$ cat src/rtl/frp_consts.svh
// Constants for the motor driver fault protection block
`ifndef FRP_CONSTS_SVH
`define FRP_CONSTS_SVH

`define FRP_CLK_NS      10
`define FRP_MS_CYC(ms)  ((ms) * 1000000 / `FRP_CLK_NS)
`define FRP_NS_CYC(ns)  (((ns) + `FRP_CLK_NS - 1) / `FRP_CLK_NS)

// Overcurrent deglitch settings, ns
`define FRP_OCD_T0_NS   250
`define FRP_OCD_T1_NS   500
`define FRP_OCD_T2_NS   1000
`define FRP_OCD_T3_NS   2000
// Current limit deglitch settings, ns
`define FRP_ILD_T0_NS   1000
`define FRP_ILD_T1_NS   2000
`define FRP_ILD_T2_NS   5000
`define FRP_ILD_T3_NS   10000
// Retry times, ms
`define FRP_OCR_A_MS    5
`define FRP_OCR_B_MS    50
`define FRP_STR_A_MS    500
`define FRP_STR_B_MS    1000

`define FRP_DG_W        10
`define FRP_RT_W        27

// Synchronised input vector layout
`define FRP_SY_W        14
`define FRP_SY_OV       0
`define FRP_SY_OCP_LO   1
`define FRP_SY_BUCK     7
`define FRP_SY_ILIM     8
`define FRP_SY_OTW      9
`define FRP_SY_TSD      10
`define FRP_SY_STL_LO   11

`endif

$ cat src/rtl/frp_pkg.sv
// Types for the motor driver fault protection block
package frp_pkg;

  typedef enum logic [1:0] {
    FRP_CL_LATCH  = 2'h0,
    FRP_CL_RETRY  = 2'h1,
    FRP_CL_REPORT = 2'h2,
    FRP_CL_IGNORE = 2'h3
  } frp_class_t;

  typedef enum logic [2:0] {
    FRP_BR_DRIVE  = 3'h0,
    FRP_BR_OFF    = 3'h1,
    FRP_BR_RECIRC = 3'h2,
    FRP_BR_HS_ON  = 3'h3,
    FRP_BR_LS_ON  = 3'h4
  } frp_bridge_t;

endpackage

$ cat src/rtl/frp_resp.sv
// Per-fault response engine: latch, timed retry, report or ignore
`timescale 1ns/100ps
`include "frp_consts.svh"

module frp_resp
  import frp_pkg::*;
(
  input  wire logic               i_mclk,      // System clock
  input  wire logic               i_rst_n,     // Async reset, active low
  input  wire logic               i_event,     // Event level, deglitched for overcurrent and limit, synchronised only for stall
  input  wire frp_class_t         i_class,     // Response class
  input  wire logic               i_cond,      // Raw condition still present
  input  wire logic               i_clear,     // Clear-fault pulse
  input  wire logic [`FRP_RT_W-1:0] i_retry_cyc, // Retry length in cycles
  output logic                    o_active,    // Protective action in force
  output logic                    o_report     // Fault being reported
);

  logic                 hold_r;
  logic                 hold_nxt;
  logic [`FRP_RT_W-1:0] cnt_r;
  logic [`FRP_RT_W-1:0] cnt_nxt;

  always_comb
  begin
    hold_nxt = hold_r;
    cnt_nxt  = cnt_r;
    unique case (i_class)
      FRP_CL_LATCH, FRP_CL_REPORT:
      begin
        cnt_nxt = '0;
        // Event wins over a clear in the same cycle
        if (i_event)
          hold_nxt = 1'b1;
        else if (i_clear && !i_cond)
          hold_nxt = 1'b0;
      end
      FRP_CL_RETRY:
      begin
        hold_nxt = 1'b0;
        if (cnt_r != '0)
          cnt_nxt = cnt_r - 1'b1;
        else if (i_event)
          cnt_nxt = i_retry_cyc;
      end
      FRP_CL_IGNORE:
      begin
        hold_nxt = 1'b0;
        cnt_nxt  = '0;
      end
    endcase
  end

  always_ff @(posedge i_mclk or negedge i_rst_n)
  begin
    if (!i_rst_n)
    begin
      hold_r <= 1'b0;
      cnt_r  <= '0;
    end
    else
    begin
      hold_r <= hold_nxt;
      cnt_r  <= cnt_nxt;
    end
  end

  assign o_active = (hold_r && i_class == FRP_CL_LATCH) || (cnt_r != '0);
  assign o_report = hold_r || (cnt_r != '0);

endmodule // frp_resp

$ cat src/rtl/frp_top.sv
// Fault-response logic of the three-phase motor driver
`timescale 1ns/100ps
`include "frp_consts.svh"

module frp_top
  import frp_pkg::*;
#(
  parameter int unsigned OC_RETRY_A_CYC    = `FRP_MS_CYC(`FRP_OCR_A_MS),
  parameter int unsigned OC_RETRY_B_CYC    = `FRP_MS_CYC(`FRP_OCR_B_MS),
  parameter int unsigned STALL_RETRY_A_CYC = `FRP_MS_CYC(`FRP_STR_A_MS),
  parameter int unsigned STALL_RETRY_B_CYC = `FRP_MS_CYC(`FRP_STR_B_MS)
)
(
  input  wire logic       i_mclk,                      // 100 MHz clock
  input  wire logic       i_rst_n,                     // Async reset, active low
  // Analog detector flags, asynchronous
  input  wire logic       i_motor_supply_ov,           // Supply above trip level
  input  wire logic [5:0] i_fet_oc,                    // Per-FET current above level
  input  wire logic       i_buck_oc,                   // Buck high-side over limit
  input  wire logic       i_current_sense_amp_over,    // Sense amp above limit
  input  wire logic       i_thermal_warning,           // Die above warning limit
  input  wire logic       i_thermal_shutdown,          // Die above shutdown limit
  input  wire logic [2:0] i_stall_cond,                // Stall detector conditions
  // Configuration, same clock domain
  input  wire logic       i_overvoltage_enable,        // Enable supply protection
  input  wire logic       i_overvoltage_level_select,  // 0: 20 V, 1: 32 V
  input  wire logic [1:0] i_overcurrent_response_mode, // Overcurrent mode
  input  wire logic [1:0] i_overcurrent_level,         // Overcurrent threshold code
  input  wire logic [1:0] i_overcurrent_deglitch,      // Overcurrent deglitch code
  input  wire logic       i_overcurrent_retry_time,    // Overcurrent retry select
  input  wire logic       i_alarm_pin_disable,         // Report-only off the pin
  input  wire logic [3:0] i_hw_current_limit,          // Current limit threshold code
  input  wire logic [3:0] i_hw_current_limit_mode,     // Current limit mode
  input  wire logic [1:0] i_hw_current_limit_deglitch, // Current limit deglitch code
  input  wire logic       i_stall_retry_time,          // Stall and limit retry select
  input  wire logic [2:0] i_stall_enable,              // Per-condition stall enable
  input  wire logic [3:0] i_motor_stall_mode,          // Stall mode
  input  wire logic       i_thermal_warning_report,    // Warning drives the pin
  input  wire logic       i_clear_fault_cmd,           // Clear-fault pulse
  // Power stage
  output logic            o_fault_out_n,               // Fault pin, active low
  output frp_bridge_t     o_bridge_state,              // Bridge output state
  output logic            o_charge_pump_en,            // Charge pump enable
  output logic            o_device_reset,              // Buck overcurrent reset
  output logic            o_overvoltage_level_select,  // Comparator trip select
  output logic [1:0]      o_overcurrent_level,         // Comparator threshold
  output logic [3:0]      o_hw_current_limit,          // Comparator threshold
  // Status
  output logic            o_driver_fault,              // Driver fault summary
  output logic            o_controller_fault,          // Controller fault summary
  output logic            o_overvoltage_flag,          // Sticky overvoltage
  output logic            o_overcurrent_flag,          // Sticky overcurrent
  output logic [5:0]      o_fet_oc_flag,               // Sticky per-FET overcurrent
  output logic            o_hw_current_limit_flag,     // Current limit reported
  output logic            o_over_temp_flag,            // Sticky over-temperature
  output logic            o_thermal_warning_flag,      // Sticky thermal warning
  output logic            o_thermal_shutdown_flag,     // Sticky thermal shutdown
  output logic            o_motor_stall_event,         // Stall reported
  output logic [2:0]      o_stall_cond_flag            // Stall condition bits
);

  // --------------------------------------------------------------
  // Input synchronisers
  // --------------------------------------------------------------
  logic [`FRP_SY_W-1:0] meta_r;
  logic [`FRP_SY_W-1:0] sy_r;
  logic [`FRP_SY_W-1:0] raw;

  assign raw = {i_stall_cond, i_thermal_shutdown, i_thermal_warning, i_current_sense_amp_over,
                i_buck_oc, i_fet_oc, i_motor_supply_ov};

  always_ff @(posedge i_mclk or negedge i_rst_n)
  begin
    if (!i_rst_n)
    begin
      meta_r <= '0;
      sy_r   <= '0;
    end
    else
    begin
      meta_r <= raw;
      sy_r   <= meta_r;
    end
  end

  logic       ov_act;
  logic [5:0] fet_s;
  logic       oc_cond;
  logic       otw_s;
  logic       tsd_s;
  logic [2:0] stl_s;

  assign ov_act  = sy_r[`FRP_SY_OV] & i_overvoltage_enable;
  assign fet_s   = sy_r[`FRP_SY_OCP_LO +: 6];
  assign oc_cond = |fet_s;
  assign otw_s   = sy_r[`FRP_SY_OTW];
  assign tsd_s   = sy_r[`FRP_SY_TSD];
  assign stl_s   = sy_r[`FRP_SY_STL_LO +: 3] & i_stall_enable;

  // --------------------------------------------------------------
  // Deglitch: 0 overcurrent, 1 buck, 2 current limit
  // --------------------------------------------------------------
  logic [`FRP_DG_W-1:0] dg_cnt_r [3];
  logic [`FRP_DG_W-1:0] dg_cnt_nxt [3];
  logic [`FRP_DG_W-1:0] dg_lim [3];
  logic [2:0]           dg_in;
  logic [2:0]           dg_det;

  assign dg_in = {sy_r[`FRP_SY_ILIM], sy_r[`FRP_SY_BUCK], oc_cond};

  always_comb
  begin
    unique case (i_overcurrent_deglitch)
      2'h0: dg_lim[0] = `FRP_DG_W'(`FRP_NS_CYC(`FRP_OCD_T0_NS));
      2'h1: dg_lim[0] = `FRP_DG_W'(`FRP_NS_CYC(`FRP_OCD_T1_NS));
      2'h2: dg_lim[0] = `FRP_DG_W'(`FRP_NS_CYC(`FRP_OCD_T2_NS));
      2'h3: dg_lim[0] = `FRP_DG_W'(`FRP_NS_CYC(`FRP_OCD_T3_NS));
    endcase
    dg_lim[1] = dg_lim[0];
    unique case (i_hw_current_limit_deglitch)
      2'h0: dg_lim[2] = `FRP_DG_W'(`FRP_NS_CYC(`FRP_ILD_T0_NS));
      2'h1: dg_lim[2] = `FRP_DG_W'(`FRP_NS_CYC(`FRP_ILD_T1_NS));
      2'h2: dg_lim[2] = `FRP_DG_W'(`FRP_NS_CYC(`FRP_ILD_T2_NS));
      2'h3: dg_lim[2] = `FRP_DG_W'(`FRP_NS_CYC(`FRP_ILD_T3_NS));
    endcase
    for (int i = 0; i < 3; i++)
    begin
      // Any dropout restarts the qualification window
      if (!dg_in[i])
        dg_cnt_nxt[i] = '0;
      else if (dg_cnt_r[i] < dg_lim[i])
        dg_cnt_nxt[i] = dg_cnt_r[i] + 1'b1;
      else
        dg_cnt_nxt[i] = dg_cnt_r[i];
      dg_det[i] = dg_in[i] && (dg_cnt_r[i] >= dg_lim[i]);
    end
  end

  always_ff @(posedge i_mclk or negedge i_rst_n)
  begin
    if (!i_rst_n)
      for (int i = 0; i < 3; i++)
        dg_cnt_r[i] <= '0;
    else
      for (int i = 0; i < 3; i++)
        dg_cnt_r[i] <= dg_cnt_nxt[i];
  end

  // --------------------------------------------------------------
  // Mode decode and response engines
  // --------------------------------------------------------------
  frp_class_t           oc_cls;
  frp_class_t           il_cls;
  frp_class_t           st_cls;
  logic [`FRP_RT_W-1:0] oc_retry;
  logic [`FRP_RT_W-1:0] st_retry;
  logic                 oc_act;
  logic                 oc_rep;
  logic                 il_act;
  logic                 il_rep;
  logic                 st_act;
  logic                 st_rep;

  function automatic frp_class_t cls4(input logic [3:0] m);
    // 1x10 and 1100 codes fall back to report only
    if (m[3])
      cls4 = m[0] ? FRP_CL_IGNORE : FRP_CL_REPORT;
    else
      cls4 = m[2] ? FRP_CL_RETRY : FRP_CL_LATCH;
  endfunction

  function automatic frp_bridge_t br_of(input logic [1:0] low);
    unique case (low)
      2'h0: br_of = FRP_BR_OFF;
      2'h1: br_of = FRP_BR_RECIRC;
      2'h2: br_of = FRP_BR_HS_ON;
      2'h3: br_of = FRP_BR_LS_ON;
    endcase
  endfunction

  assign oc_cls   = frp_class_t'(i_overcurrent_response_mode);
  assign il_cls   = cls4(i_hw_current_limit_mode);
  assign st_cls   = cls4(i_motor_stall_mode);
  assign oc_retry = i_overcurrent_retry_time ? `FRP_RT_W'(OC_RETRY_B_CYC) : `FRP_RT_W'(OC_RETRY_A_CYC);
  assign st_retry = i_stall_retry_time ? `FRP_RT_W'(STALL_RETRY_B_CYC) : `FRP_RT_W'(STALL_RETRY_A_CYC);

  frp_resp u_oc (
    .i_mclk      (i_mclk),
    .i_rst_n     (i_rst_n),
    .i_event     (dg_det[0]),
    .i_class     (oc_cls),
    .i_cond      (oc_cond),
    .i_clear     (i_clear_fault_cmd),
    .i_retry_cyc (oc_retry),
    .o_active    (oc_act),
    .o_report    (oc_rep)
  );

  frp_resp u_ilim (
    .i_mclk      (i_mclk),
    .i_rst_n     (i_rst_n),
    .i_event     (dg_det[2]),
    .i_class     (il_cls),
    .i_cond      (sy_r[`FRP_SY_ILIM]),
    .i_clear     (i_clear_fault_cmd),
    .i_retry_cyc (st_retry),
    .o_active    (il_act),
    .o_report    (il_rep)
  );

  frp_resp u_stall (
    .i_mclk      (i_mclk),
    .i_rst_n     (i_rst_n),
    .i_event     (|stl_s),
    .i_class     (st_cls),
    .i_cond      (|stl_s),
    .i_clear     (i_clear_fault_cmd),
    .i_retry_cyc (st_retry),
    .o_active    (st_act),
    .o_report    (st_rep)
  );

  // --------------------------------------------------------------
  // Status, bridge and pin
  // --------------------------------------------------------------
  logic        clr;
  logic        oc_ev;
  logic [2:0]  st_ev;
  logic        fault_n_nxt;
  frp_bridge_t bridge_nxt;
  logic        ovf_nxt;
  logic        ocf_nxt;
  logic [5:0]  fet_nxt;
  logic        ot_nxt;
  logic        otw_nxt;
  logic        tsd_nxt;
  logic [2:0]  stc_nxt;
  logic        drvf_nxt;
  logic        ctlf_nxt;

  assign clr = i_clear_fault_cmd;

  always_comb
  begin
    oc_ev = dg_det[0] && oc_cls != FRP_CL_IGNORE;
    st_ev = stl_s & {3{st_cls != FRP_CL_IGNORE}};
    // Sticky bits: a new event always beats the clear
    ovf_nxt = ov_act | (o_overvoltage_flag & ~(clr & ~ov_act));
    ocf_nxt = oc_ev | (o_overcurrent_flag & ~(clr & ~oc_cond));
    fet_nxt = (fet_s & {6{oc_ev}}) | (o_fet_oc_flag & ~{6{clr & ~oc_cond}});
    otw_nxt = otw_s | (o_thermal_warning_flag & ~(clr & ~otw_s));
    ot_nxt  = otw_s | tsd_s | (o_over_temp_flag & ~(clr & ~otw_s & ~tsd_s));
    tsd_nxt = tsd_s | (o_thermal_shutdown_flag & ~(clr & ~tsd_s));
    // Condition bits follow the stall report and clear in the same cycle as o_motor_stall_event
    stc_nxt = st_ev | (o_stall_cond_flag & {3{st_rep}});
    drvf_nxt = ov_act | tsd_s | oc_rep;
    ctlf_nxt = il_rep | st_rep;
    // Supply, thermal and FET faults outrank the limit and stall states
    if (ov_act || tsd_s || oc_act)
      bridge_nxt = FRP_BR_OFF;
    else if (il_act)
      bridge_nxt = br_of(i_hw_current_limit_mode[1:0]);
    else if (st_act)
      bridge_nxt = br_of(i_motor_stall_mode[1:0]);
    else
      bridge_nxt = FRP_BR_DRIVE;
    fault_n_nxt = ~(ov_act | tsd_s | oc_act | il_act | st_act
                  | ((oc_rep | il_rep | st_rep) & ~i_alarm_pin_disable)
                  | (otw_s & i_thermal_warning_report));
  end

  always_ff @(posedge i_mclk or negedge i_rst_n)
  begin
    if (!i_rst_n)
    begin
      o_fault_out_n              <= 1'b1;
      o_bridge_state             <= FRP_BR_DRIVE;
      o_charge_pump_en           <= 1'b1;
      o_device_reset             <= 1'b0;
      o_overvoltage_level_select <= 1'b0;
      o_overcurrent_level        <= 2'h0;
      o_hw_current_limit         <= 4'h0;
      o_driver_fault             <= 1'b0;
      o_controller_fault         <= 1'b0;
      o_overvoltage_flag         <= 1'b0;
      o_overcurrent_flag         <= 1'b0;
      o_fet_oc_flag              <= 6'h00;
      o_hw_current_limit_flag    <= 1'b0;
      o_over_temp_flag           <= 1'b0;
      o_thermal_warning_flag     <= 1'b0;
      o_thermal_shutdown_flag    <= 1'b0;
      o_motor_stall_event        <= 1'b0;
      o_stall_cond_flag          <= 3'h0;
    end
    else
    begin
      o_fault_out_n              <= fault_n_nxt;
      o_bridge_state             <= bridge_nxt;
      o_charge_pump_en           <= ~tsd_s;
      o_device_reset             <= dg_det[1];
      o_overvoltage_level_select <= i_overvoltage_level_select;
      o_overcurrent_level        <= i_overcurrent_level;
      o_hw_current_limit         <= i_hw_current_limit;
      o_driver_fault             <= drvf_nxt;
      o_controller_fault         <= ctlf_nxt;
      o_overvoltage_flag         <= ovf_nxt;
      o_overcurrent_flag         <= ocf_nxt;
      o_fet_oc_flag              <= fet_nxt;
      o_hw_current_limit_flag    <= il_rep;
      o_over_temp_flag           <= ot_nxt;
      o_thermal_warning_flag     <= otw_nxt;
      o_thermal_shutdown_flag    <= tsd_nxt;
      o_motor_stall_event        <= st_rep;
      o_stall_cond_flag          <= stc_nxt;
    end
  end

endmodule // frp_top

$ cat config.mk
export PLATFORM = sky130hd
export DESIGN_NAME = frp_top
export DESIGN_NICKNAME = d
export VERILOG_FILES = /design/src/rtl/frp_pkg.sv /design/src/rtl/frp_resp.sv /design/src/rtl/frp_top.sv
export VERILOG_INCLUDE_DIRS = /design/src /design/src/rtl
export SDC_FILE = /design/constraint.sdc
export NUM_CORES = 1
export LEC_CHECK = 0
export BUFFER_PORTS_ARGS = -buffer_cell sky130_fd_sc_hd__buf_2
export CORE_ASPECT_RATIO = 0.9
export CORE_MARGIN = 2
export CORE_UTILIZATION = 39
export CTS_BUF_LIST = sky130_fd_sc_hd__clkbuf_4
export DETAILED_ROUTE_END_ITERATION = 7
export HOLD_SLACK_MARGIN = 0.15
export PLACE_DENSITY = 0.66
export REMOVE_ABC_BUFFERS = 1
export SKIP_LAST_GASP = 1
export SLEW_MARGIN = 20
export SYNTH_ARGS = -nofsm -noshare
export SYNTH_HDL_FRONTEND = slang
export SYNTH_HIERARCHICAL = 1
export SYNTH_SLANG_ARGS = --single-unit
$ cat constraint.sdc
create_clock -name i_mclk -period 5.9 [get_ports i_mclk]
set_input_delay 0.59 -clock i_mclk [delete_from_list [all_inputs] [get_ports i_mclk]]
set_output_delay 0.59 -clock i_mclk [all_outputs]
set_load 0.02 [all_outputs]
==> metrics.cfg, run 1 <==
[floorplanning]
initial_core_util_pct = 39.7
die_h_um = 150
rows = 53
dieWidth_um = 167
ioPinCount = 77
dieArea_um2 = 25000
core_area_um2 = 23300

[global_routing]
use_met1_pct = 23.3
grt_max_degree = 74
gr-max-usage-layer = met2
antenna_found_initial = 1
grt_pass1_wl_um = 33400
grtUsageTotal_pct = 16.3
met3_usage_pct = 3.13
overflow = 0
grt_use_met2_pct = 25.9
grt_pass1_vias = 6586

[cells_and_area]
final_common_cell = dfrtp_1
finalInstanceArea_um2 = 10400
nets = 1131
drive_gt1_share_pct = 13.4
most-common-layout-cells = 171 x dfrtp_1, 123 x nor2_1, 75 x buf_2
area_growth_pct = 12.5

[power]
internal-power_mw = 2.53
p_total_mw = 4.61
combPwrFrac_pct = 50.0
power_frac_seq_pct = 35.0
p_clk_share_pct = 14.9
pwr_density_cell_nw_per_um2 = 442
power.switching_mw = 2.08
leakage_nw = 4.69
swShare_pct = 45.1
peakVddDrop_mv = 0.253

[placed_design]
place_congestion = 0.825
dp_slack_ns = 2.27
io_buffer_count = 76
placed_area_um2 = 9900
dp_hpwl_um = 13700

[clocking]
root_buffer = clkbuf_4
clk_pin_slew_ns = 0.16
cts_sinks = 173
tritoncts = yes
cts_buffers = 17
clock_latency_ns = 0.58
clk_path_buf_depth = 2
htreeDepth = 4

[synthesis]
ys_ff_latch = 173
syn_inst = 916
yosys.cell_types.count = 58
yosysWarnings = 6
syn_avg_cell_area_um2 = 10.1
ys_seq_area_share_pct = 46.7
syn_area_um2 = 9270
synth_edf_count = 0
synthFlopType = dfrtp_1
ys_async_sr_fraction_pct = 100

[min_path]
hold_depth = 2
hold_class = in -> reg
min_to = u_oc/hold_r
hp-start = i_overcurrent_response_mode[0]

[sta]
timing.final.crit_share_pct = 60.1
setup_tns_ns = 0
setup-violations-final = 0
final_max_slew_viol_count = 0
fmaxAchievable_mhz = 282
rsz0062_at_grt = false
hold_viol_final = 0
slew_headroom_pct = 27.5
fin_skew_ns = 0.0253
fin_crit_ns = 3.54
worst_pin_slew_ns = 1.09
setup_slack_ns = 2.36

[worst_setup_path]
crit_fanout = 53
r2r-end = o_fault_out_n
crit_path_end_kind = flop
r2r_slack_ns = 2.36
required_ns = 6.41
start_kind = flop
rr_worst_depth = 8
worst-setup-path-type = reg -> reg
r2r_start = u_stall/cnt_r[11]
arrival_ns = 4.05

[route]
route.detailed.wl_per_inst_um = 14.5
drt-pass1-iter-count = 5
vias = 6928
drtIter0Drc = 481
routed_wirelength_um = 19700
drc = 0
ant_nets = 0
vias_per_cell = 5.10

[status]
status = finished clean

[job]
drv_cap = 0

synth_stat cells (4+ instances only):
master	instances	area, µm²
nand3_1	32	160
o21ai_0	12	60.1
or4_4	6	67.6
inv_1	38	143
xnor2_1	39	342
nand4_1	12	75.1
a22o_1	7	61.3
or3_1	13	81.3
nor2_1	123	462
nor4_1	18	113
mux2_2	5	56.3
a211oi_1	70	526
nor4b_1	4	35.0
o41ai_1	10	87.6
ha_1	43	538
or4_1	19	143
nor3_1	30	150
o31ai_1	11	82.6
a21o_1	10	75.1
xor2_1	24	210
clkbuf_1	20	75.1
a21oi_1	37	185
buf_6	23	259
nand2b_1	21	131
nand2_1	37	139
o311ai_0	4	35.0
nor2b_1	5	31.3
dfrtp_1	171	4280
a31oi_1	9	56.3
metrics by stage:
stage	hold slack [ns]	util, %	std cells
6_report	0.238	44.7	1358
5_1_grt	0.187	44.7	1358
4_1_cts	0.191	44.7	1357
3_5_place_dp	0.335	42.4	1303
3_3_place_gp	0.332	42.4	1303
2_1_floorplan	0.294	-	923
area by class of cell:
class                      count  area [µm²]
antenna                        1        2.50
fill                        2221       12900
sequential                   173        4330
multi-input combinational    712        4650
timing repair buffer         100         622
clock buffer                  17         128
tap                          302         378
clock inverter                15         174
inverter                      38         143
power by group through the flow:
stage | logic (mW) | registers (mW) | clock network [mW]
finish | 2.30 | 1.61 | 0.688
global route | 2.59 | 1.65 | 0.772
CTS | 2.31 | 1.61 | 0.728
detailed placement | 2.29 | 1.63 | 0
global placement | 2.25 | 1.63 | 0
floorplan | 1.76 | 1.65 | 0
sequential cells by signal, indices dropped and copies added (netlist names), 2 cells and up:
register,cells
meta_r,14
o_bridge_state,3
o_stall_cond_flag,3
u_stall/cnt_r,27
dg_cnt_r,30
o_overcurrent_level,2
u_ilim/cnt_r,27
o_fet_oc_flag,6
sy_r,14
u_oc/cnt_r,27
o_hw_current_limit,4
worst max-delay path by stage:
stage          slack [ns]          endpoint                           start  depth (start not counted)
3_5_place_dp         2.27  u_ilim/cnt_r[26]  i_hw_current_limit_deglitch[0]                         10
2_1_floorplan        2.71     o_fault_out_n               u_stall/cnt_r[11]                          8
6_report             2.36     o_fault_out_n               u_stall/cnt_r[11]                          8
4_1_cts              2.36     o_fault_out_n               u_stall/cnt_r[11]                          8
5_1_grt              2.19     o_fault_out_n                u_stall/cnt_r[2]                          8
3_3_place_gp         2.44     o_fault_out_n               u_stall/cnt_r[11]                          8
metal layers:
metal,routed length (µm),share of wire (%),vias up
li1,-,-,3533
met1,9800,50,3309
met2,9280,47,75
met3,430,2.2,11
met4,163,0.83,0
met5,0,0,-
logic make-up (layout without fill, tap and decap cells):
group,Yosys count,after routing,synth area share (%)
adder cells (fa/ha/maj),43,43,5.80
other,2,54,0.0810
multiplexers,8,8,0.931
buffers and inverters,82,170,5.20
XOR/XNOR,63,63,5.95
AND/OR/NAND/NOR,340,340,18.7
AO/OA/AOI/OAI,205,205,16.6
flip-flops,173,173,46.7
critical path, stage by stage, from the launching register on:
cell,delay [ns]
dfrtp_1,0.44
or4_4,0.55
or4_1,0.66
or4_4,0.84
or2_1,0.40
or2_2,0.34
nor2_1,0.09
o21ai_0,0.07
nor2_1,0.09
what timing repair did:
action,in CTS,in global routing
endpoints found under the hold margin,58,0
hold buffers,22,0
resized for setup,0,0
setup buffers,0,0
No activity file was read; power rests on OpenSTA's default activity.
==> inputs of run 2 (changes only) <==
--- a/config.mk
+++ b/config.mk
@@ -13,7 +13,7 @@
 export CTS_BUF_LIST = sky130_fd_sc_hd__clkbuf_4
 export DETAILED_ROUTE_END_ITERATION = 7
 export HOLD_SLACK_MARGIN = 0.15
-export PLACE_DENSITY = 0.66
+export PLACE_DENSITY = 0.68
 export REMOVE_ABC_BUFFERS = 1
 export SKIP_LAST_GASP = 1
 export SLEW_MARGIN = 20
==> constraint.sdc (replaced) <==
create_clock -name i_mclk -period 2.9 [get_ports i_mclk]
set_input_delay 0.29 -clock i_mclk [delete_from_list [all_inputs] [get_ports i_mclk]]
set_output_delay 0.29 -clock i_mclk [all_outputs]
set_load 0.02 [all_outputs]
==> run 2 against run 1 <==
  * Via count up 4.3%
  * Sequential share of layout area is 1.8 points lower
  * First-iteration DRC count is 10% higher
  * Non-clock buffer count grew 47
  * Critical path depth unchanged
  * Core utilization is 2.0 points higher
  * Power is 110% higher
  * Final area increased by 4.5%
  * Sequential cell count unchanged
  * Sequential power increased by 100%
  * Clock power is 100% higher
  * Worst hold slack worse by 0.038 ns
  * Highest routed layer unchanged
==> metrics.cfg, run 2 (synthesis results as in run 1) <==
[status]
status = finished clean  ; unchanged

[sta]
setup_tns_ns = 0  ; unchanged
fin_skew_ns = 0.0305  ; was 0.0253 ns
fmaxAchievable_mhz = 359  ; was 282 MHz
slew_headroom_pct = 45.2  ; was 27.5%
worst_pin_slew_ns = 0.819  ; was 1.09 ns
hold_viol_final = 0  ; unchanged
rsz0062_at_grt = false  ; unchanged
setup-violations-final = 0  ; unchanged
fin_crit_ns = 2.79  ; was 3.54 ns
timing.final.crit_share_pct = 96.1  ; was 60.1%
whs_ns = 0.201  ; was 0.238 ns
final_max_slew_viol_count = 0  ; unchanged

[cells_and_area]
nets = 1178  ; was 1131
finish.utilization_pct = 46.7  ; was 44.7%
area_growth_pct = 17.5  ; was 12.5%
most-common-layout-cells = 171 x dfrtp_1, 123 x nor2_1, 75 x buf_2  ; unchanged
final_common_cell = dfrtp_1  ; unchanged
drive_gt1_share_pct = 15.4  ; was 13.4%
largest_register_ff_count = 30  ; unchanged
regArea_um2 = 4330  ; unchanged
regMostFlops = dg_cnt_r  ; unchanged
multi_input_area_um2 = 4650  ; about the same
n_fill_cell = 2204  ; was 2221

[clocking]
htreeDepth = 4  ; unchanged
cts_buffers = 17  ; unchanged
root_buffer = clkbuf_4  ; unchanged
clk_pin_slew_ns = 0.16  ; about the same
cts_sinks = 173  ; unchanged
clock_latency_ns = 0.58  ; about the same
tritoncts = yes  ; unchanged
clk_path_buf_depth = 2  ; unchanged

[global_routing]
grt_pass1_wl_um = 34600  ; was 33400 µm
grt_pass1_vias = 6927  ; was 6586
overflow = 0  ; unchanged
grtUsageTotal_pct = 16.9  ; was 16.3%
grt_max_degree = 66  ; was 74
antenna_found_initial = 1  ; unchanged

[worst_setup_path]
start_kind = flop  ; unchanged
r2r_slack_ns = 0.11  ; was 2.36 ns
worst-setup-path-type = reg -> reg  ; unchanged
required_ns = 3.41  ; was 6.41 ns
crit_fanout = 5  ; was 53
r2r-end = o_fault_out_n  ; unchanged
crit_path_end_kind = flop  ; unchanged
rr_worst_depth = 8  ; unchanged
r2r_start = u_ilim/cnt_r[9]  ; was u_stall/cnt_r[11]
arrival_ns = 3.29  ; was 4.05 ns

[floorplanning]
core_area_um2 = 23300  ; unchanged
die_h_um = 150  ; unchanged
dieArea_um2 = 25000  ; unchanged
initial_core_util_pct = 39.7  ; unchanged
rows = 53  ; unchanged
ioPinCount = 77  ; unchanged
dieWidth_um = 167  ; unchanged

[route]
drc = 0  ; unchanged
drtIter0Drc = 529  ; was 481
vias_per_cell = 5.14  ; was 5.10
route.detailed.wl_per_inst_um = 14.4  ; was 14.5 µm
vias = 7225  ; was 6928
ant_nets = 0  ; unchanged
drt-pass1-iter-count = 6  ; was 5
routed_wirelength_um = 20200  ; was 19700 µm

[power]
leakage_nw = 4.94  ; was 4.69 nW
peakVddDrop_mv = 0.469  ; was 0.253 mV
pwr_density_cell_nw_per_um2 = 902  ; was 442 nW/µm²

[placed_design]
io_buffer_count = 76  ; unchanged
dp_hpwl_um = 14200  ; was 13700 µm
place_congestion = 0.794  ; was 0.825

[job]
drv_cap = 0  ; unchanged

[min_path]
hold_class = in -> async  ; was in -> reg

[run 2: changes by cell type in the layout (fill, tap and decap cells not counted), moves of 2 or more]
cell,previous run,this run
dlygate4sd3_1,22,42
clkinv_4,3,1
or4_4,6,8
inv_8,6,4
inv_6,0,6
or4_1,19,17
buf_4,2,23
buf_12,0,5
[run 2: area by class of cell]
class | count | area share, %
Antenna cell | 1 | 0.0230
Clock buffer | 17 | 1.17
Clock inverter | 15 | 1.49
Inverter | 38 | 1.31
Multi-Input combinational cell | 712 | 42.7
Sequential cell | 173 | 39.8
Tap cell | 302 | 3.47
Timing Repair Buffer | 147 | 10.0
[run 2: worst max path at each step]
stage / slack [ns] / cells past startpoint / startpoint / endpoint
floorplan: -0.29 / 8 / u_stall/cnt_r[11] / o_fault_out_n
global placement: 0.09 / 7 / u_ilim/cnt_r[11] / u_ilim/cnt_r[22]
detailed placement: 0.04 / 7 / u_ilim/cnt_r[11] / u_ilim/cnt_r[20]
CTS: 0.02 / 7 / u_ilim/cnt_r[11] / u_ilim/cnt_r[9]
global route: 0.003 / 6 / u_oc/cnt_r[11] / o_bridge_state[0]
finish: 0.11 / 8 / u_ilim/cnt_r[9] / o_fault_out_n
[run 2: where the power goes]
group / internal [mW] / switching, mW
Clock: 0.401 / 0.984
Sequential: 2.88 / 0.412
Combinational: 2.20 / 2.95
Total: 5.48 / 4.34
[run 2: critical path, stage by stage, from the launching register on]
cell,delay (ns)
dfrtp_1,0.45
or4_4,0.53
or4_4,0.44
or4_4,0.50
or2_1,0.26
or2_2,0.30
nor2_1,0.09
o21ai_0,0.08
nor2_1,0.09
[run 2: through the flow]
stage               cell area, µm²  power (mW)  worst slack (ns)  std cells
floorplan                     9120        6.94            -0.289        923
global placement             10200        8.26            0.0904       1329
detailed placement           10200        8.34            0.0400       1329
CTS                          10900        9.83            0.0206       1403
global route                 10900        10.7           0.00279       1405
finish                       10900        9.83             0.113       1405
[run 2: what timing repair did]
action / 4_1_cts / 5_1_grt
endpoints found under the hold margin: 233 / 0
endpoints found under the setup margin: 0 / 24
resized for setup: 0 / 3
hold buffers: 42 / 0
setup buffers: 0 / 1
[run 2: per-layer routing]
metal  GRT usage (%)  share of wire, %  vias up
met4            3.92               1.0        0
met5               0                 0        -
met3            3.18               2.5       11
met2            27.8                48       90
met1            23.4                49     3485
li1                -                 -     3639
==> inputs of run 3 (changes only) <==
--- a/config.mk
+++ b/config.mk
@@ -13,11 +13,10 @@
 export CTS_BUF_LIST = sky130_fd_sc_hd__clkbuf_4
 export DETAILED_ROUTE_END_ITERATION = 7
 export HOLD_SLACK_MARGIN = 0.15
-export PLACE_DENSITY = 0.68
+export PLACE_DENSITY = 0.66
 export REMOVE_ABC_BUFFERS = 1
 export SKIP_LAST_GASP = 1
 export SLEW_MARGIN = 20
 export SYNTH_ARGS = -nofsm -noshare
 export SYNTH_HDL_FRONTEND = slang
-export SYNTH_HIERARCHICAL = 1
 export SYNTH_SLANG_ARGS = --single-unit
==> constraint.sdc (replaced) <==
create_clock -name i_mclk -period 3.05 [get_ports i_mclk]
set_input_delay 0.305 -clock i_mclk [delete_from_list [all_inputs] [get_ports i_mclk]]
set_output_delay 0.305 -clock i_mclk [all_outputs]
set_load 0.02 [all_outputs]
==> run 3 against run 2 <==
  * Register-to-register slack about the same
  * Sequential cell count did not move
  * Highest routed layer unchanged
  * Die area is 10% lower
  * Global-route usage increased by 0.61 points
  * Worst hold slack worse by 0.019 ns
==> metrics.cfg, run 3 <==
[status]
status = finished clean  ; unchanged

[synthesis]
synthSimpleGateAreaFrac_pct = 21.3  ; was 18.7%
synth_top_family_by_area = simple AND/OR/NAND/NOR gates  ; unchanged
synth_top_area_share_pct = 51.5  ; was 46.2%
synth.most_common_cell = dfrtp_1  ; unchanged
ys_async_sr_fraction_pct = 100  ; unchanged
yosysWarnings = 0  ; was 6
synth_common_cells = 171 x dfrtp_1, 93 x nor2_1, 63 x nand2_1  ; was 171 x dfrtp_1, 123 x nor2_1, 70 x a211oi_1
syn_inst = 807  ; was 916
syn_avg_cell_area_um2 = 10.3  ; was 10.1 µm²
synth_edf_count = 0  ; unchanged
synth_largest_area_cell = dfrtp_1  ; unchanged
ys_ff_latch = 173  ; unchanged
yosys.cell_types.count = 62  ; was 58
synthFlopType = dfrtp_1  ; unchanged
syn_area_um2 = 8310  ; was 9270 µm²
synth.top_cells.by_area = dfrtp_1 52%, ha_1 6.2%, nor2_1 4.2%  ; was dfrtp_1 46%, ha_1 5.8%, a211oi_1 5.7%
synthMuxAreaShare_pct = 0.738  ; was 0.931%
synthAdderAreaFrac_pct = 6.18  ; was 5.80%
ys_seq_area_share_pct = 52.1  ; was 46.7%
synthXorXnorAreaFrac_pct = 7.70  ; was 5.95%
synth-compound-area-share_pct = 9.87  ; was 16.6%

[cells_and_area]
finish.utilization_pct = 47.6  ; was 46.7%
nets = 1046  ; was 1178
most-common-layout-cells = 171 x dfrtp_1, 93 x nor2_1, 75 x buf_2  ; was 171 x dfrtp_1, 123 x nor2_1, 75 x buf_2
final_common_cell = dfrtp_1  ; unchanged
drive_gt1_share_pct = 15.1  ; was 15.4%
regMostFlops = dg_cnt_r  ; unchanged
area_growth_pct = 19.3  ; was 17.5%
largest_register_ff_count = 30  ; unchanged
n_fill_cell = 1922  ; was 2204

[power]
power.switching_mw = 4.39  ; was 4.34 mW
leakage_nw = 4.60  ; was 4.94 nW
swShare_pct = 43.7  ; was 44.2%
power_frac_seq_pct = 33.7  ; was 33.5%
combPwrFrac_pct = 52.9  ; was 52.4%
p_clk_share_pct = 13.4  ; was 14.1%
internal-power_mw = 5.65  ; was 5.48 mW
pwr_density_cell_nw_per_um2 = 1010  ; was 902 nW/µm²
peakVddDrop_mv = 0.420  ; was 0.469 mV

[worst_setup_path]
start_kind = flop  ; unchanged
required_ns = 3.50  ; was 3.41 ns
crit_fanout = 17  ; was 5
arrival_ns = 3.37  ; was 3.29 ns
worst-setup-path-type = reg -> reg  ; unchanged
crit_start = u_stall.cnt_r[8]  ; was u_ilim/cnt_r[9]
crit_path_end_kind = flop  ; unchanged
r2r_start = u_stall.cnt_r[8]  ; was u_ilim/cnt_r[9]

[sta]
timing.final.crit_share_pct = 95.9  ; was 96.1%
final_max_slew_viol_count = 0  ; unchanged
whs_ns = 0.182  ; was 0.201 ns
hold_viol_final = 0  ; unchanged
setup_slack_ns = 0.126  ; was 0.113 ns
rsz0062_at_grt = false  ; unchanged
setup-violations-final = 0  ; unchanged
fin_skew_ns = 0.0235  ; was 0.0305 ns
setup_tns_ns = 0  ; unchanged
worst_pin_slew_ns = 0.762  ; was 0.819 ns
fin_crit_ns = 2.92  ; was 2.79 ns
slew_headroom_pct = 49.2  ; was 45.2%
fmaxAchievable_mhz = 342  ; was 359 MHz

[route]
drtIter0Drc = 444  ; was 529
vias = 6415  ; was 7225
drt-pass1-iter-count = 5  ; was 6
met3_length_um = 650  ; was 502 µm
ant_nets = 0  ; unchanged
wl_met1_um = 8920  ; was 9880 µm
route.detailed.wl_per_inst_um = 14.6  ; was 14.4 µm
routed_wirelength_um = 18400  ; was 20200 µm
vias_per_cell = 5.10  ; was 5.14
top_layer = met4  ; unchanged
met2WireLength_um = 8620  ; was 9650 µm
drc = 0  ; unchanged

[clocking]
clk_path_buf_depth = 2  ; unchanged
tritoncts = yes  ; unchanged
root_buffer = clkbuf_4  ; unchanged
cts_buffers = 17  ; unchanged
htreeDepth = 4  ; unchanged
clk_pin_slew_ns = 0.15  ; was 0.16 ns
cts_setup_buffers = 0  ; unchanged
cts_sinks = 173  ; unchanged
clock_latency_ns = 0.58  ; about the same

[placed_design]
io_buffer_count = 76  ; unchanged
dp_hpwl_um = 13200  ; was 14200 µm
dp_slack_ns = 0.179  ; was 0.0400 ns
place_congestion = 0.831  ; was 0.794

[global_routing]
grt_pass1_vias = 6300  ; was 6927
grt_max_degree = 68  ; was 66
grt_pass1_wl_um = 31200  ; was 34600 µm
overflow = 0  ; unchanged
grtUsageTotal_pct = 17.5  ; was 16.9%
antenna_found_initial = 1  ; unchanged

[floorplanning]
rows = 50  ; was 53
dieWidth_um = 158  ; was 167 µm
die_h_um = 142  ; was 150 µm
dieArea_um2 = 22500  ; was 25000 µm²
initial_core_util_pct = 39.9  ; was 39.7%
ioPinCount = 77  ; unchanged
core_area_um2 = 20800  ; was 23300 µm²

[job]
drv_cap = 0  ; unchanged

[min_path]
hp-start = i_overvoltage_enable
hold_class = in -> reg  ; was in -> async

[run 3: cell count changes in the layout (fill, tap and decap cells not counted), moves of 7 or more]
cell,delta
xor2_1,+12
nor2_1,-30
conb_1,-53
a21oi_1,+20
and2_1,+10
a211oi_1,-57
a31oi_1,-7
nand2_1,+26
o41ai_1,-9
[run 3: stage by stage]
stage / cell area, µm² / power (mW) / instances
2_1_floorplan: 8260 / 7.17 / 796
3_3_place_gp: 9190 / 8.56 / 1183
3_5_place_dp: 9190 / 8.65 / 1183
4_1_cts: 9910 / 10.1 / 1258
5_1_grt: 9910 / 11.0 / 1259
6_report: 9910 / 10.0 / 1259
[run 3: layout make-up]
| type | count | area, µm² | share of cell area (%) |
|---|---|---|---|
| Clock buffer | 17 | 128 | 1.29 |
| Sequential cell | 173 | 4330 | 43.7 |
| Antenna cell | 1 | 2.50 | 0.0252 |
| Clock inverter | 15 | 160 | 1.62 |
| Timing Repair Buffer | 144 | 1000 | 10.1 |
| Inverter | 33 | 124 | 1.25 |
| Tap cell | 286 | 358 | 3.61 |
| Multi-Input combinational cell | 590 | 3800 | 38.4 |
[run 3: timing repair]
action,in CTS,in global routing
hold buffers,43,0
endpoints found under the hold margin,121,0
resized for setup,0,1
endpoints found under the setup margin,0,1
[run 3: routing by layer]
metal / global-route usage, % / vias up
met5: 0 / -
met4: 4.55 / 0
met3: 3.68 / 12
met2: 28.2 / 128
met1: 24.2 / 3104
li1: - / 3171
[run 3: worst max-delay path, stage by stage (launching register included)]
cell	delay, ns
dfrtp_1	0.47
or4_4	0.59
or4_1	0.60
or4_4	0.69
o21bai_1	0.37
a311oi_1	0.09
[run 3: worst paths after layout]
path | slack [ns] | endpoint | cells after the start
worst max register to register | 0.13 | u_stall.cnt_r[24] | 5
worst min-delay path | 0.18 | o_driver_fault | 4
min in group asynchronous | 0.26 | dg_cnt_r[11] | 2
worst max-delay path | 0.13 | u_stall.cnt_r[24] | 5
max in group asynchronous | 1.90 | o_fault_out_n | 3
worst min register to register | 0.37 | sy_r[6] | 0
[run 3: cells by family (layout without fill, tap and decap cells)]
group	Yosys count	after routing
other	0	1
buffers and inverters	44	209
multiplexers	6	6
AO/OA/AOI/OAI	127	127
AND/OR/NAND/NOR	343	343
adder cells (fa/ha/maj)	41	41
XOR/XNOR	73	73
flip-flops	173	173
[run 3: power by group through the flow]
stage                     clock, mW  combinational (mW)  sequential [mW]
after floorplan                   0                3.77             3.40
after global placement            0                5.15             3.41
after detailed placement          0                5.24             3.42
after CTS                      1.39                5.31             3.38
after global routing           1.50                6.01             3.47
final                          1.34                5.31             3.39
